<file path="src/inc/osc_divider_defines.svh">
// Constants of the oscillator and divider block
`ifndef OSC_DIVIDER_DEFINES_SVH
`define OSC_DIVIDER_DEFINES_SVH
`define CLK_PERIOD_PS 5000
`define OSC_FREQ_KHZ 5000
`define OSC_PERIOD_PS 200000
`define OSC_HALF_CYCLES (`OSC_PERIOD_PS / (2 * `CLK_PERIOD_PS))
`define DIV_BITS_128 7
`define DIV_BITS_1024 10
`define DIV_BITS_1M 20
`define DIV_BITS_MAX 20
`define LINK_CELL_INDEX 15
`endif

</file>
<file path="src/inc/osc_divider_pkg.sv">
// Types of the oscillator and divider block
package osc_divider_pkg;
	typedef enum logic [1:0] {
		div_128 = 2'h0,
		div_1024 = 2'h1,
		div_1m = 2'h2
	} div_ratio_t;
	typedef enum logic [2:0] {
		st_off = 3'h1,
		st_clear = 3'h2,
		st_run = 3'h4
	} osc_state_t;
endpackage : osc_divider_pkg

</file>
<file path="src/verilog/link_cell_mux.sv">
// Feedback selector of a fabric logic cell joined to the oscillator block
`timescale 1ns/1ps
`include "osc_divider_defines.svh"
module link_cell_mux (
	input wire logic clk, // System clock
	input wire logic rst, // Asynchronous reset
	input wire logic sel_osc, // Configuration: 1 places oscillator output on routing
	input wire logic cell_feedback, // Cell's own feedback
	input wire logic osc_source, // Oscillator-block output
	output logic routing_out // Line into the global routing pool
);
	// Registered so every top output comes from a flip-flop
	always_ff @(posedge clk or posedge rst) begin
		if (rst) begin
			routing_out <= 1'b0;
		end else begin
			routing_out <= sel_osc ? osc_source : cell_feedback; // RL11
		end
	end
endmodule : link_cell_mux

</file>
<file path="src/verilog/osc_divider_timer.sv">
// Oscillator with power-of-two divider and fabric link cells
// Function
// RL1: The oscillator is off unless configuration enables it.
// RL2: The oscillator clock runs at nominal 5 MHz while enabled.
// RL3: The tick equals oscillator frequency over the ratio, 128 by default.
// RL4: The ratio is 128, 1024 or 1048576 from a 7, 10 or 20 bit divider.
// RL5: Divider clear is resynchronised to the oscillator before clearing the divider.
// RL6: The first tick edge after clear release comes one oscillator cycle late.
// RL7: Shutdown stops the oscillator, holds the divider reset, and saves power.
// RL8: User logic drives divider clear synchronously to the oscillator clock.
// RL9: Oscillator clock and tick are offered to the global routing pool.
// RL10: Clear and shutdown inputs are optional and come from user logic cells.
// RL11: Two logic cells carry a selector between own feedback and an oscillator output.
// RL12: The joined cells are index 15 of their logic blocks.
// RL13: User logic divides the tick further if slower ticks are needed.
// RL14: The divider is a free-running counter whose top bit is the tick.
// RL15: Outputs are low while the oscillator is disabled or shut down.
`timescale 1ns/1ps
`include "osc_divider_defines.svh"
module osc_divider_timer
	import osc_divider_pkg::*;
#(
	parameter int HALF_CYCLES = `OSC_HALF_CYCLES,
	parameter int LINK_CELL_INDEX = `LINK_CELL_INDEX
) (
	input wire logic clk, // System clock, 200 MHz
	input wire logic rst, // Asynchronous reset, active high
	input wire logic osc_enable, // Configuration: oscillator in use
	input wire osc_divider_pkg::div_ratio_t div_ratio, // Configuration: divide ratio
	input wire logic divider_clear, // Divider clear from a user cell
	input wire logic osc_shutdown, // Dynamic shutdown from a user cell
	input wire logic osc_cell_sel, // Oscillator link cell selector
	input wire logic osc_cell_feedback, // Oscillator link cell own feedback
	input wire logic tick_cell_sel, // Tick link cell selector
	input wire logic tick_cell_feedback, // Tick link cell own feedback
	output logic osc_clock_out, // Oscillator clock
	output logic divided_tick_out, // Divided tick
	output logic osc_running, // Oscillator powered and running
	output logic osc_routing_line, // Routing line of the oscillator link cell
	output logic tick_routing_line // Routing line of the tick link cell
);
	import osc_divider_pkg::*;

	// ****************************************
	// Oscillator
	// ****************************************
	logic osc_on;
	logic [15:0] half_cnt_reg;
	logic osc_phase_reg;
	logic osc_edge;
	assign osc_on = osc_enable && !osc_shutdown; // RL1 RL7
	assign osc_edge = osc_on && osc_phase_reg && (half_cnt_reg == 16'(HALF_CYCLES - 1));

	always_ff @(posedge clk or posedge rst) begin
		if (rst) begin
			half_cnt_reg <= 16'h0000;
			osc_phase_reg <= 1'b0;
		end else if (!osc_on) begin
			half_cnt_reg <= 16'h0000; // RL7
			osc_phase_reg <= 1'b0;
		end else if (half_cnt_reg == 16'(HALF_CYCLES - 1)) begin
			half_cnt_reg <= 16'h0000; // RL2
			osc_phase_reg <= !osc_phase_reg;
		end else begin
			half_cnt_reg <= half_cnt_reg + 16'h0001;
		end
	end

	// ****************************************
	// Clear resynchroniser and divider
	// ****************************************
	osc_state_t state_reg;
	logic clr_sync_reg;
	logic [`DIV_BITS_MAX-1:0] div_cnt_reg;
	logic tick_bit;

	// Clear sampled on the oscillator edge, one extra oscillator cycle
	always_ff @(posedge clk or posedge rst) begin
		if (rst) begin
			clr_sync_reg <= 1'b1;
		end else if (!osc_on) begin
			clr_sync_reg <= 1'b1;
		end else if (osc_edge) begin
			clr_sync_reg <= divider_clear; // RL5 RL6 RL8
		end
	end

	always_ff @(posedge clk or posedge rst) begin
		if (rst) begin
			state_reg <= st_off;
		end else begin
			case (state_reg)
				st_off: begin
					if (osc_on) begin
						state_reg <= st_clear;
					end
				end
				st_clear: begin
					if (!osc_on) begin
						state_reg <= st_off;
					end else if (osc_edge && !clr_sync_reg) begin
						state_reg <= st_run;
					end
				end
				st_run: begin
					if (!osc_on) begin
						state_reg <= st_off;
					end else if (clr_sync_reg) begin
						state_reg <= st_clear;
					end
				end
				default: begin
					state_reg <= st_off;
				end
			endcase
		end
	end

	always_ff @(posedge clk or posedge rst) begin
		if (rst) begin
			div_cnt_reg <= '0;
		end else if (!osc_on || state_reg != st_run || clr_sync_reg) begin
			// Shutdown clears in the same cycle, not one cycle after the state leaves run
			div_cnt_reg <= '0; // RL5 RL7
		end else if (osc_edge) begin
			div_cnt_reg <= div_cnt_reg + `DIV_BITS_MAX'(1); // RL14
		end
	end

	always_comb begin
		case (div_ratio)
			div_1024: tick_bit = div_cnt_reg[`DIV_BITS_1024-1]; // RL4
			div_1m: tick_bit = div_cnt_reg[`DIV_BITS_1M-1];
			default: tick_bit = div_cnt_reg[`DIV_BITS_128-1]; // RL3
		endcase
	end

	// ****************************************
	// Outputs to the global routing pool
	// ****************************************
	always_ff @(posedge clk or posedge rst) begin
		if (rst) begin
			osc_clock_out <= 1'b0;
			divided_tick_out <= 1'b0;
			osc_running <= 1'b0;
		end else begin
			osc_clock_out <= osc_on && osc_phase_reg; // RL9 RL15
			divided_tick_out <= osc_on && tick_bit; // RL14 RL15
			osc_running <= osc_on;
		end
	end

	// Cell index 15 of its block carries each selector
	link_cell_mux osc_link_cell (
		.clk(clk),
		.rst(rst),
		.sel_osc(osc_cell_sel),
		.cell_feedback(osc_cell_feedback),
		.osc_source(osc_on && osc_phase_reg),
		.routing_out(osc_routing_line)
	); // RL11 RL12
	link_cell_mux tick_link_cell (
		.clk(clk),
		.rst(rst),
		.sel_osc(tick_cell_sel),
		.cell_feedback(tick_cell_feedback),
		.osc_source(osc_on && tick_bit),
		.routing_out(tick_routing_line)
	); // RL11 RL12

	// ****************************************
	// Checks
	// ****************************************
	chk_off_quiet: assert property (@(posedge clk) disable iff (rst) // RL15
		!osc_on |=> !osc_clock_out && !divided_tick_out)
		else $error("outputs not low while oscillator off");
	chk_osc_period: assert property (@(posedge clk) disable iff (rst) // RL2
		$rose(osc_phase_reg) && osc_on |-> ##(2*HALF_CYCLES) (osc_phase_reg || !osc_on))
		else $error("oscillator period wrong");
	chk_clear_holds: assert property (@(posedge clk) disable iff (rst) // RL5
		clr_sync_reg |=> div_cnt_reg == '0)
		else $error("divider not cleared");
	chk_shutdown_hold: assert property (@(posedge clk) disable iff (rst) // RL7
		osc_shutdown |=> state_reg == st_off && div_cnt_reg == '0)
		else $error("shutdown did not hold divider");
	chk_count_step: assert property (@(posedge clk) disable iff (rst) // RL14
		state_reg == st_run && !clr_sync_reg && osc_edge && osc_on
		|=> div_cnt_reg == $past(div_cnt_reg) + `DIV_BITS_MAX'(1))
		else $error("divider did not step");
	chk_tick_source: assert property (@(posedge clk) disable iff (rst) // RL3
		div_ratio == div_128
		|=> divided_tick_out == ($past(osc_on) && $past(div_cnt_reg[`DIV_BITS_128-1])))
		else $error("tick bit wrong");
	chk_resync_delay: assert property (@(posedge clk) disable iff (rst) // RL6
		state_reg == st_clear && clr_sync_reg && osc_edge |=> state_reg == st_clear)
		else $error("clear release not delayed");
	chk_cell_select: assert property (@(posedge clk) disable iff (rst) // RL11
		!osc_cell_sel |=> osc_routing_line == $past(osc_cell_feedback))
		else $error("link cell selector wrong");
	chk_enable_off: assert property (@(posedge clk) disable iff (rst) // RL1
		!osc_enable |=> !osc_running)
		else $error("oscillator running while disabled");
	cov_run: cover property (@(posedge clk) disable iff (rst) state_reg == st_run);
	cov_tick: cover property (@(posedge clk) disable iff (rst) $rose(divided_tick_out));
	cov_shut: cover property (@(posedge clk) disable iff (rst)
		state_reg == st_run ##1 osc_shutdown);
	cov_clear: cover property (@(posedge clk) disable iff (rst)
		state_reg == st_run ##1 state_reg == st_clear);
endmodule : osc_divider_timer

</file>
<file path="config.mk">
export PLATFORM = sky130hd
export DESIGN_NAME = osc_divider_timer
export DESIGN_NICKNAME = d
export VERILOG_FILES = /design/src/inc/osc_divider_pkg.sv /design/src/verilog/link_cell_mux.sv /design/src/verilog/osc_divider_timer.sv
export VERILOG_INCLUDE_DIRS = /design/src /design/src/inc
export SDC_FILE = /design/constraint.sdc
export NUM_CORES = 1
export LEC_CHECK = 0
export ABC_AREA = 1
export BUFFER_PORTS_ARGS = -buffer_cell sky130_fd_sc_hd__buf_2
export CAP_MARGIN = 25
export CORE_ASPECT_RATIO = 1.4
export CORE_MARGIN = 5
export CORE_UTILIZATION = 50
export CTS_BUF_LIST = sky130_fd_sc_hd__clkbuf_4 sky130_fd_sc_hd__clkbuf_8
export DETAILED_ROUTE_END_ITERATION = 6
export HOLD_SLACK_MARGIN = 0.03
export MAX_ROUTING_LAYER = met4
export PLACE_DENSITY = 0.7
export SYNTH_ARGS = -nofsm -noshare
export SYNTH_HDL_FRONTEND = slang
export SYNTH_SLANG_ARGS = --single-unit
</file>
<file path="constraint.sdc">
create_clock -name clk -period 1.45 [get_ports clk]
set_input_delay 0.2175 -clock clk [delete_from_list [all_inputs] [get_ports clk]]
set_output_delay 0.2175 -clock clk [all_outputs]
set_load 0.1 [all_outputs]
</file>
# Yosys cells after proc, flatten, opt, wreduce, memory -nomap -nowiden
# Cells that the tools add are included.
[word_totals]
reg_bits = 46
wordCells = 54
[classes]
n_addsub = 2
eq_ne = 12
n_mux = 17
n_reduce_logical = 13
[op_table]
columns = ["op", "n"]
rows = [
  ["two-way mux 20 bit", 2],
  ["two-way mux 16 bit", 2],
  ["adder 20 x 1 -> 20 bit, second input constant", 1],
  ["adder 16 x 1 -> 16 bit, second input constant", 1],
  ["equality test 16 x 5 -> 1 bit, second input constant", 1],
  ["two-way mux 3 bit", 5],
  ["inequality test 3 bit, second input constant", 3],
  ["one-hot mux 3 bit (3 select lines)", 1],
  ["two-way mux 1 bit", 6],
  ["logical AND 1 bit", 5],
  ["logical NOT 1 bit", 4],
  ["inequality test 2 x 1 -> 1 bit, second input constant", 2],
  ["equality test 3 x 1 -> 1 bit, second input constant", 1],
  ["equality test 3 x 2 -> 1 bit, second input constant", 1],
  ["equality test 3 bit, second input constant", 1],
  ["AND reduction 3 bit", 1],
  ["equality test 2 x 1 -> 1 bit, second input constant", 1],
  ["equality test 2 bit, second input constant", 1],
  ["logical OR 1 bit", 2],
  ["inequality test 2 bit, second input constant", 1],
  ["one-hot mux 1 bit (2 select lines)", 1],
  ["nonzero test 2 bit", 1],
]

# Logic depth before layout (Yosys ltp)
# Gate-level depths: netlist of the first run.
[depth]
word_depth = 8
ltp_mapped = 11

# Hierarchy
# Synthesis of the first run repeated with hierarchy kept, for this count alone.
[unflattened]
hier_cells = 371
area_unflattened_um2 = 2670.1
[by_module_without_submodules]
columns = ["mod", "instances", "cells_each", "area_per_inst_um2", "seq_area_each_um2"]
rows = [
  ["osc_divider_timer", 1, 359, 2582.5, 1103.6],
  ["link_cell_mux", 2, 6, 43.8, 25.0],
]

# Worst setup path after synthesis of the first run
# No wires, ideal clock.
[synth_timing]
path_type = "flip-flop to flip-flop"
startpoint = "register half_cnt_reg[0]"
endpoint = "register div_cnt_reg[2]"
t_arrival_ns = 1.346
path_slack_ns = -0.014
stages_incl_launch_ff = 12
n_path_buf = 1
synth_period_minus_slack_ns = 1.464
path_cell_list = "dfrtp_1 > ha_1 > inv_1 > nor2_1 > nand2_1 > nor2_4 > nand3_4 > nand2_8 > inv_4 > buf_6 > nand2_1 > o21ai_2"
[synth_via]
elab_chain_len = 3
[synth_lines]
columns = ["item", "line", "rtl"]
rows = [
  ["start: declaration", "osc_divider_timer.sv:48", "logic [15:0] half_cnt_reg;"],
  ["start signal: assignment", "osc_divider_timer.sv:65", "half_cnt_reg <= half_cnt_reg + 16'h0001;"],
  ["equality test 16 x 5 -> 1 bit", "osc_divider_timer.sv:52", "assign osc_edge = osc_on && osc_phase_reg && (half_cnt_reg == 16'(HALF_CYCLES - 1));"],
  ["logical AND 1 bit", "osc_divider_timer.sv:52", ""],
  ["nonzero test 2 bit (no source line)", "n/a", ""],
  ["end signal: assignment", "osc_divider_timer.sv:126", "div_cnt_reg <= div_cnt_reg + `DIV_BITS_MAX'(1);"],
  ["end: declaration", "osc_divider_timer.sv:74", "logic [`DIV_BITS_MAX-1:0] div_cnt_reg;"],
]
# No other way between the ends.
# A chain may end at the register's enable or synchronous reset.

# Worst setup path in the final report of the first run
[layout_timing]
startpoint = "register half_cnt_reg[1]"
endpoint = "register div_cnt_reg[4]"
# The elaborated chain is that of the path after synthesis.

==> flow_summary.toml, run 1 <==
[status]
status = "complete, but fails checks"
violations = "negative setup slack"

[clock_tree]
cts_inserted_buffers = 5
clock-sinks = 46
cts-root-buf = "clkbuf_8"
clkTransAtPathRegs_ps = 90
clk_path_buf_depth = 2
tritoncts = "yes"
clk_latency_ps = 300
h-tree-depth = 2

[timing]
period_needed_ps = 1470
finClkSkew_ps = 10.4
final_max_slew_viol_count = 0
setup-violations-final = 7
slew-limit-headroom_pct = 67.8
rsz0062_at_grt = "yes"
tightest_slew_ps = 486
worst_slack_ps = -24.3
fmax_ghz = 0.678
hold_viol_final = 0
fin_crit_sh_pct = 102

[logic_synthesis]
yosysWarnings = 0
ys_top_cells_by_count = "nand2_1, nor2_1, dfrtp_1"
syn_nets = 370
synth_area_leader_cell = "dfrtp_1"
synth_edf_count = 0
synthesis.area_um2 = 2660
synthCells = 355
synth-seq-cells = 46
synth-seq-area-share_pct = 43.4
synth_cell_types = 33
synth.most_common_cell = "nand2_1"
postSynthAreaPerCell_um2 = 7.49
synth_top_area_share_pct = 41.4
async_flop_share_pct = 100
synthTopCellsByArea = "dfrtp_1, nand2_1, nor2_1"
ys.flop_type = "dfrtp_1"

[critical_path]
reg2reg_slack_ps = -20
ff2ff_path_depth = 10
crit_top_cell = "nand2_1"
path_cells = "ha_2 > inv_1 > nor2_1 > nand2_1 > nor2_4 > nand3_4 > nand2_8 > inv_12 > nand2_1 > o31ai_2"
worstReg2RegEnd = "div_cnt_reg[4]"
critPathMaxStageDelay_ps = 360
crit_family = "simple AND/OR/NAND/NOR gates"
cp-start-kind = "register"
worstSetupPathType = "register to register"
r2r-start = "half_cnt_reg[1]"
cp_slowest_cell = "dfrtp_1"
crit_buf_inv = 2
cp_max_fo = 23
required_ps = 1640
critical_path.endpoint_type = "register"
worstPathArrival_ps = 1670

[layout]
final_cells = 474
syn2layout_area_growth_pct = 22.3
post-route-cell-area_um2 = 3250
drive_above_1_share_pct = 23.0
nNetsFinal = 422
largest_reg_flops = 20
n_antenna_cell = 0
utilization_pct = 63.0

[floorplanning]
row_count = 31
die_area_um2 = 6900
die_h_um = 96.3
pin_count = 16
initial_core_util_pct = 51.5
die_x_um = 71.6
core_area_um2 = 5160

[route]
num_vias = 2404
routed_wl_mm = 6.12
wire_per_inst_um = 12.9
drt-pass1-iter-count = 4
drcViolationCount = 0
vias_per_cell = 5.07
ant_nets = 0
drt_iter0_markers = 67

[hold_path]
hold_class = "input port to register"
min_from = "divider_clear"
min_to = "clr_sync_reg"
min_path_cells = 3

[job]
max_cap_violations = 0

[place]
postPlaceCellArea_um2 = 3010
placedCellCount = 460
pre_cts_ws_ps = -106
io_buffers = 15
globalplace.congestion = 0.891
hpwl_mm = 4.61

[power_and_ir_drop]
p_leak_nw = 1.50
power.density_nw_per_um2 = 777
power_w = 0.00253
vdd_drop_max_uv = 720

[global_routing]
grt-ovfl-total = 0
grt_max_degree = 28
antenna_found_initial = 0
track_usage_pct = 20.3
grt_pass1_vias = 2507
grt_pass1_wl_mm = 10.8
-- logic make-up after synthesis --
family	synth area share (%)
AOI/OAI and AO/OA	6.12
muxes	0.847
and+or+nand+nor	36.3
buffers and inverters	7.15
DFF	43.4
xor gates and xnor gates	4.28
adders and majority gates	1.88
-- per-layer routing --
| layer | share of wire (%) | track usage, % | wire length [µm] |
|---|---|---|---|
| met1 | 39 | 21.2 | 2380 |
| met2 | 55 | 36.6 | 3340 |
| met3 | 2.5 | 2.61 | 151 |
| met4 | 4.1 | 11.3 | 248 |
| met5 | 0 | - | 0 |
-- final cells by class --
type | count | area, µm²
clock buffers | 6 | 76.3
clock inverters | 2 | 37.5
fillers | 483 | 1910
inverters | 41 | 173
multi-input cells | 264 | 1370
flip-flops and latches | 46 | 1150
well taps | 66 | 82.6
repair buffers | 49 | 360
-- per-stage QoR --
stage / setup TNS (ps) / hold WS (ps)
2_1_floorplan: -44.3 / 328
6_report: -84.6 / 131
3_3_place_gp: -0.563 / 129
4_1_cts: -34.8 / 129
5_1_grt: -2430 / 125
3_5_place_dp: -499 / 130
-- worst max-delay path by stage --
| stage | from | to | slack (ps) | depth (start not counted) |
|---|---|---|---|---|
| after floorplan | half_cnt_reg[0] | div_cnt_reg[2] | -8 | 11 |
| after global placement | half_cnt_reg[0] | div_cnt_reg[8] | -0.6 | 9 |
| after detailed placement | half_cnt_reg[1] | div_cnt_reg[13] | -110 | 9 |
| after CTS | half_cnt_reg[1] | div_cnt_reg[4] | -20 | 10 |
| after global routing | half_cnt_reg[1] | div_cnt_reg[13] | -130 | 9 |
| final | half_cnt_reg[1] | div_cnt_reg[4] | -20 | 10 |
-- layout by cell type, fill, tap and decap left out, drive strengths merged --
cell / n
a211oi: 1
a21oi: 4
and2: 2
buf: 48
bufinv: 1
clkbuf: 6
clkinvlp: 2
dfrtp: 44
dfstp: 2
dlygate4sd3: 1
ha: 4
inv: 40
mux2: 2
nand2: 101
nand3: 34
nand3b: 1
nand4: 10
nor2: 61
nor3: 6
nor3b: 1
o21ai: 15
o21bai: 3
o31ai: 3
or2: 3
xnor2: 4
xor2: 9
-- worst min-delay path, stage by stage --
cell and delay (ps):
buf_2 100, nand2_1 50, nand3_1 60
-- repair_timing --
item                                    CTS  global route
buffers inserted                          3             2
hold buffers                              1             0
pin swaps                                 0             5
resized for setup                         6            21
hold endpoints to repair                  6             0
endpoints found under the setup margin   17            30
-- where the power goes --
group          internal [W]  leakage [nW]  switching, W
Combinational     0.0000633         0.820      0.000149
Clock              0.000534        0.0548      0.000452
Sequential          0.00131         0.629     0.0000150
Total               0.00191          1.50      0.000616
(Power assumes the default switching activity.)
==> run 2: changes to the inputs <==
PLACE_DENSITY = 0.73   (was 0.7)
==> run 2 against run 1 <==
- the flow still finishes with violations (negative setup slack)
- largest cell class unchanged
- worst hold slack better by 6.3 ps
- via count up 2.4%
- register-to-register slack worse by 30 ps
- wire length up 1.6%
==> flow_summary.toml, run 2 (synthesis gave the netlist of run 1 again) <==
[global_routing]
track_usage_pct = 21.0
grt_max_degree = 47
grt_pass1_wl_mm = 11.0
antenna_found_initial = 0
grt-ovfl-total = 0
grt_pass1_vias = 2460

[job]
max_cap_violations = 0

[timing]
finClkSkew_ps = 11.7
fin_crit_sh_pct = 104
hold_viol_final = 0
slew-limit-headroom_pct = 67.5
rsz0062_at_grt = "yes"
setup-violations-final = 22
worst_slack_ps = -58.9
period_needed_ps = 1510
fmax_ghz = 0.663
finalSetupTns_ps = -733
tightest_slew_ps = 491
final_max_slew_viol_count = 0

[floorplanning]
die_h_um = 96.3
row_count = 31
initial_core_util_pct = 51.5
core_area_um2 = 5160
die_area_um2 = 6900
pin_count = 16
die_x_um = 71.6

[critical_path]
critical_path.endpoint_type = "register"
r2r-start = "half_cnt_reg[1]"
critical_path_depth = 10
crit_path_start = "half_cnt_reg[1]"
crit_buf_inv = 2
worstPathArrival_ps = 1700
cp_max_fo = 23
crit_family = "simple AND/OR/NAND/NOR gates"
cp_slowest_cell = "dfrtp_1"
critPathMaxStageDelay_ps = 370
required_ps = 1640
cp-start-kind = "register"
crit_top_cell = "nand2_1"
ff2ff_path_depth = 10
path_cells = "ha_2 > inv_2 > nor2_1 > nand2_1 > nor2_4 > nand3_4 > nand2_8 > inv_16 > nand2_1 > o21ai_1"
worstSetupPathType = "register to register"

[clock_tree]
clk_latency_ps = 310
h-tree-depth = 2
clkTransAtPathRegs_ps = 100
clk_path_buf_depth = 2
clock-sinks = 46
cts-root-buf = "clkbuf_8"
cts_inserted_buffers = 5
tritoncts = "yes"

[power_and_ir_drop]
switchingPower_w = 0.000643
switching_share_pct = 25.3
p_int_w = 0.00189
power_frac_clock_pct = 39.1
vdd_drop_max_uv = 656
power_frac_comb_pct = 8.5
power.density_nw_per_um2 = 774
p_leak_nw = 1.51
p_seq_share_pct = 52.4

[route]
num_vias = 2461
drt-pass1-iter-count = 4
wire_per_inst_um = 13.2
vias_per_cell = 5.20
drcViolationCount = 0
routed_wl_mm = 6.22
ant_nets = 0
drt_iter0_markers = 137

[layout]
n_antenna_cell = 0
multi_input_area_um2 = 1400
final_cell_mix = "nand2_1, nor2_1, dfrtp_1"
regArea_um2 = 1150
syn2layout_area_growth_pct = 23.2
nNetsFinal = 421
final_cells = 473
fillerInstances = 440
final_common_cell = "nand2_1"
drive_above_1_share_pct = 25.6
largest_reg_flops = 20

[hold_path]
min_path_cells = 2
min_from = "osc_cell_feedback"
hold_class = "input port to register"

[place]
io_buffers = 15
placedCellCount = 458
globalplace.congestion = 0.877
hpwl_mm = 4.57

[status]
status = "complete, but fails checks"
violations = "negative setup slack"
-- run 2: cell count changes in the layout (fill, tap and decap cells not counted), moves of 2 or more --
cell,change
nand2_1,-4
nand3_1,-2
nand3_2,+2
nand2_2,+4
-- run 2: power groups by stage --
stage	logic (W)	registers, W	clock network (W)
2_1_floorplan	0.0000952	0.00141	0
3_5_place_dp	0.000212	0.00136	0
6_report	0.000215	0.00133	0.000992
4_1_cts	0.000215	0.00133	0.00101
5_1_grt	0.000243	0.00133	0.00107
3_3_place_gp	0.000206	0.00135	0
-- run 2: metal layers --
layer	global-route usage, %	up-vias	share of wire [%]
met5	-	-	0
met4	12.7	0	4.6
met3	3.66	25	2.1
met2	36.6	38	54
met1	22.0	1162	39
li1	-	1236	-
-- run 2: metrics by stage --
step                      worst slack, ps  utilization [%]  hold WS (ps)  total power (W)  area (µm²)
after floorplan                     -8.05                -           328          0.00150        2660
after global placement              -13.4             58.1           271          0.00156        3000
after detailed placement            -99.2             58.1           274          0.00157        3000
after CTS                           -45.6             61.6           136          0.00255        3180
after global routing                 -146             63.5           137          0.00265        3280
final                               -58.9             63.5           137          0.00254        3280
-- run 2: path summary, 6_finish.rpt --
check                                             to  slack, ps
max in group asynchronous               state_reg[0]        690
setup reg to reg                     div_cnt_reg[10]        -60
hold / removal             osc_link_cell.routing_out        140
hold reg to reg                      half_cnt_reg[0]        550
min in group asynchronous           half_cnt_reg[15]        480
setup / recovery                     div_cnt_reg[10]        -60
-- run 2: worst register-to-register path, cell delays in order, from the launching register on --
cell and delay [ps]:
dfrtp_1 370, ha_2 200, inv_2 30, nor2_1 70, nand2_1 90, nor2_4 130
nand3_4 150, nand2_8 140, inv_16 60, nand2_1 70, o21ai_1 70
-- run 2: cell type report --
class	instances	share of cell area, %
clock buffer	5	2.10
clock inverter	3	1.34
inverter	41	5.38
multi-input combinational	264	42.8
sequential	46	35.2
tap	66	2.52
timing repair buffer	48	10.7
-- run 2: timing repair --
action / in CTS / in global routing
buffers inserted: 3 / 3
setup endpoints to repair: 24 / 30
pin swaps: 2 / 7
cloned: 0 / 0
gates resized for setup: 14 / 24
hold buffers: 1 / 0
endpoints found under the hold margin: 44 / 0
==> run 3: changes to the inputs <==
TNS_END_PERCENT = 30   (was unset)
==> run 3 against run 2 <==
- the flow still finishes with violations (negative setup slack)
- critical endpoint is now state_reg[2]
- global-route usage decreased by 1.0 points
- clock power about the same
- worst setup slack improved by 8.3 ps
- sequential power about the same
- combinational power decreased by 3%
- highest routed layer unchanged
- cell count decreased by 0.21%
- via count decreased by 1.8%
- sequential share of layout area increased by 0.24 points
==> flow_summary.toml, run 3 (synthesis gave the netlist of run 1 again) <==
[place]
io_buffers = 15
pre_cts_ws_ps = -76.8
globalplace.congestion = 0.898
hpwl_mm = 4.66
postPlaceCellArea_um2 = 3030

[global_routing]
grt_pass1_vias = 2483
track_usage_pct = 20.0
grt_max_degree = 24
grt-ovfl-total = 0
grt_pass1_wl_mm = 10.4
antenna_found_initial = 0

[route]
routed_wl_mm = 6.08
wl_met2_mm = 3.42
ant_nets = 0
vias_per_cell = 5.12
num_vias = 2416
drt-pass1-iter-count = 4
wire_per_inst_um = 12.9
drcViolationCount = 0
m1WireLength_mm = 2.28
top_layer_used = "met4"
dr_wl_met3_um = 178
drt_iter0_markers = 152

[critical_path]
critical_path.endpoint_type = "register"
worstSetupPathType = "register to register"
cp-start-kind = "register"
required_ps = 1690
worstPathArrival_ps = 1740
cp_max_fo = 5

[timing]
slew-limit-headroom_pct = 67.5
fmax_ghz = 0.666
finClkSkew_ps = 5.22
hold_viol_final = 0
setup-violations-final = 20
rsz0062_at_grt = "yes"
whs_ps = 148
worst_slack_ps = -50.6
period_needed_ps = 1500
tightest_slew_ps = 491
final_max_slew_viol_count = 0
fin_crit_sh_pct = 103

[floorplanning]
pin_count = 16
row_count = 31
die_h_um = 96.3
initial_core_util_pct = 51.5
die_area_um2 = 6900
core_area_um2 = 5160
die_x_um = 71.6

[layout]
nNetsFinal = 420
utilization_pct = 63.2
drive_above_1_share_pct = 24.1
syn2layout_area_growth_pct = 22.7
post-route-cell-area_um2 = 3260
largest_reg_flops = 20
fillerInstances = 462
final_cell_mix = "nand2_1, nor2_1, dfrtp_1"
final_common_cell = "nand2_1"
n_antenna_cell = 0

[status]
status = "complete, but fails checks"
violations = "negative setup slack"

[power_and_ir_drop]
power_w = 0.00253
power.density_nw_per_um2 = 776
p_leak_nw = 1.49
vdd_drop_max_uv = 461

[clock_tree]
cts_inserted_buffers = 5
clk_latency_ps = 300
clk_path_buf_depth = 2
cts-root-buf = "clkbuf_8"
h-tree-depth = 2
tritoncts = "yes"
clock-sinks = 46
clkTransAtPathRegs_ps = 90

[job]
max_cap_violations = 0

[hold_path]
hold_class = "input port to register"
run 3: cell count changes in the layout (fill, tap and decap cells not counted), moves of 2 or more:
cell and delta:
nor2_2 -4, nor2_1 +3, o21ai_0 +3, o21ai_1 -3
dfrtp_1 -2, dfrtp_2 +2, nand2_1 +2, nand2_2 -2
run 3: worst paths after layout:
kind                       depth (start not counted)  slack (ps)               start                    endpoint
max in group asynchronous                          4         520                 rst             half_cnt_reg[2]
min in group asynchronous                          3         450                 rst             half_cnt_reg[7]
min                                                2         150  tick_cell_feedback  tick_link_cell.routing_out
max reg2reg                                       10         -50     half_cnt_reg[1]                state_reg[2]
max                                               10         -50     half_cnt_reg[1]                state_reg[2]
min reg2reg                                        2         530     half_cnt_reg[0]             half_cnt_reg[0]
run 3: critical path, stage by stage, from the launching register on:
cell,delay [ps]
dfrtp_1,360
ha_2,200
inv_2,30
nor2_1,80
nand2_1,90
nor2_4,140
nand3_4,140
buf_6,170
nor2_4,70
nand4_1,70
nand2_1,80
run 3: cell type report:
cell class                      count  area [µm²]  share of cell area, %
Tap cell                           66        82.6                   2.53
Sequential cell                    46        1160                   35.5
Clock inverter                      2        37.5                   1.15
Inverter                           41         175                   5.37
Timing Repair Buffer               47         338                   10.4
Clock buffer                        6        76.3                   2.34
Multi-Input combinational cell    264        1400                   42.8
run 3: repair_timing:
item,CTS,global route
resized for setup,3,30
hold buffers,1,0
hold endpoints to repair,14,0
buffers inserted,0,1
cloned,0,0
pin swaps,0,7
endpoints found under the setup margin,18,31
run 3: per-layer routing:
metal	vias to the layer above	GRT usage, %
li1	1228	-
met1	1136	19.7
met2	36	37.3
met3	16	3.66
met4	0	9.72
met5	-	-
run 3: through the flow:
| stage | setup TNS, ps | std cells |
|---|---|---|
| 3_5_place_dp | -335 | 462 |
| 3_3_place_gp | 0 | 462 |
| 5_1_grt | -4230 | 472 |
| 4_1_cts | -57.6 | 471 |
| 6_report | -423 | 472 |
| 2_1_floorplan | -54.8 | 355 |
run 3: where the power goes:
| group | internal (W) | leakage, nW | total [W] | switching (W) |
|---|---|---|---|---|
| registers | 0.00131 | 0.624 | 0.00133 | 0.0000177 |
| clock network | 0.000534 | 0.0548 | 0.000992 | 0.000458 |
| logic | 0.0000616 | 0.811 | 0.000209 | 0.000147 |
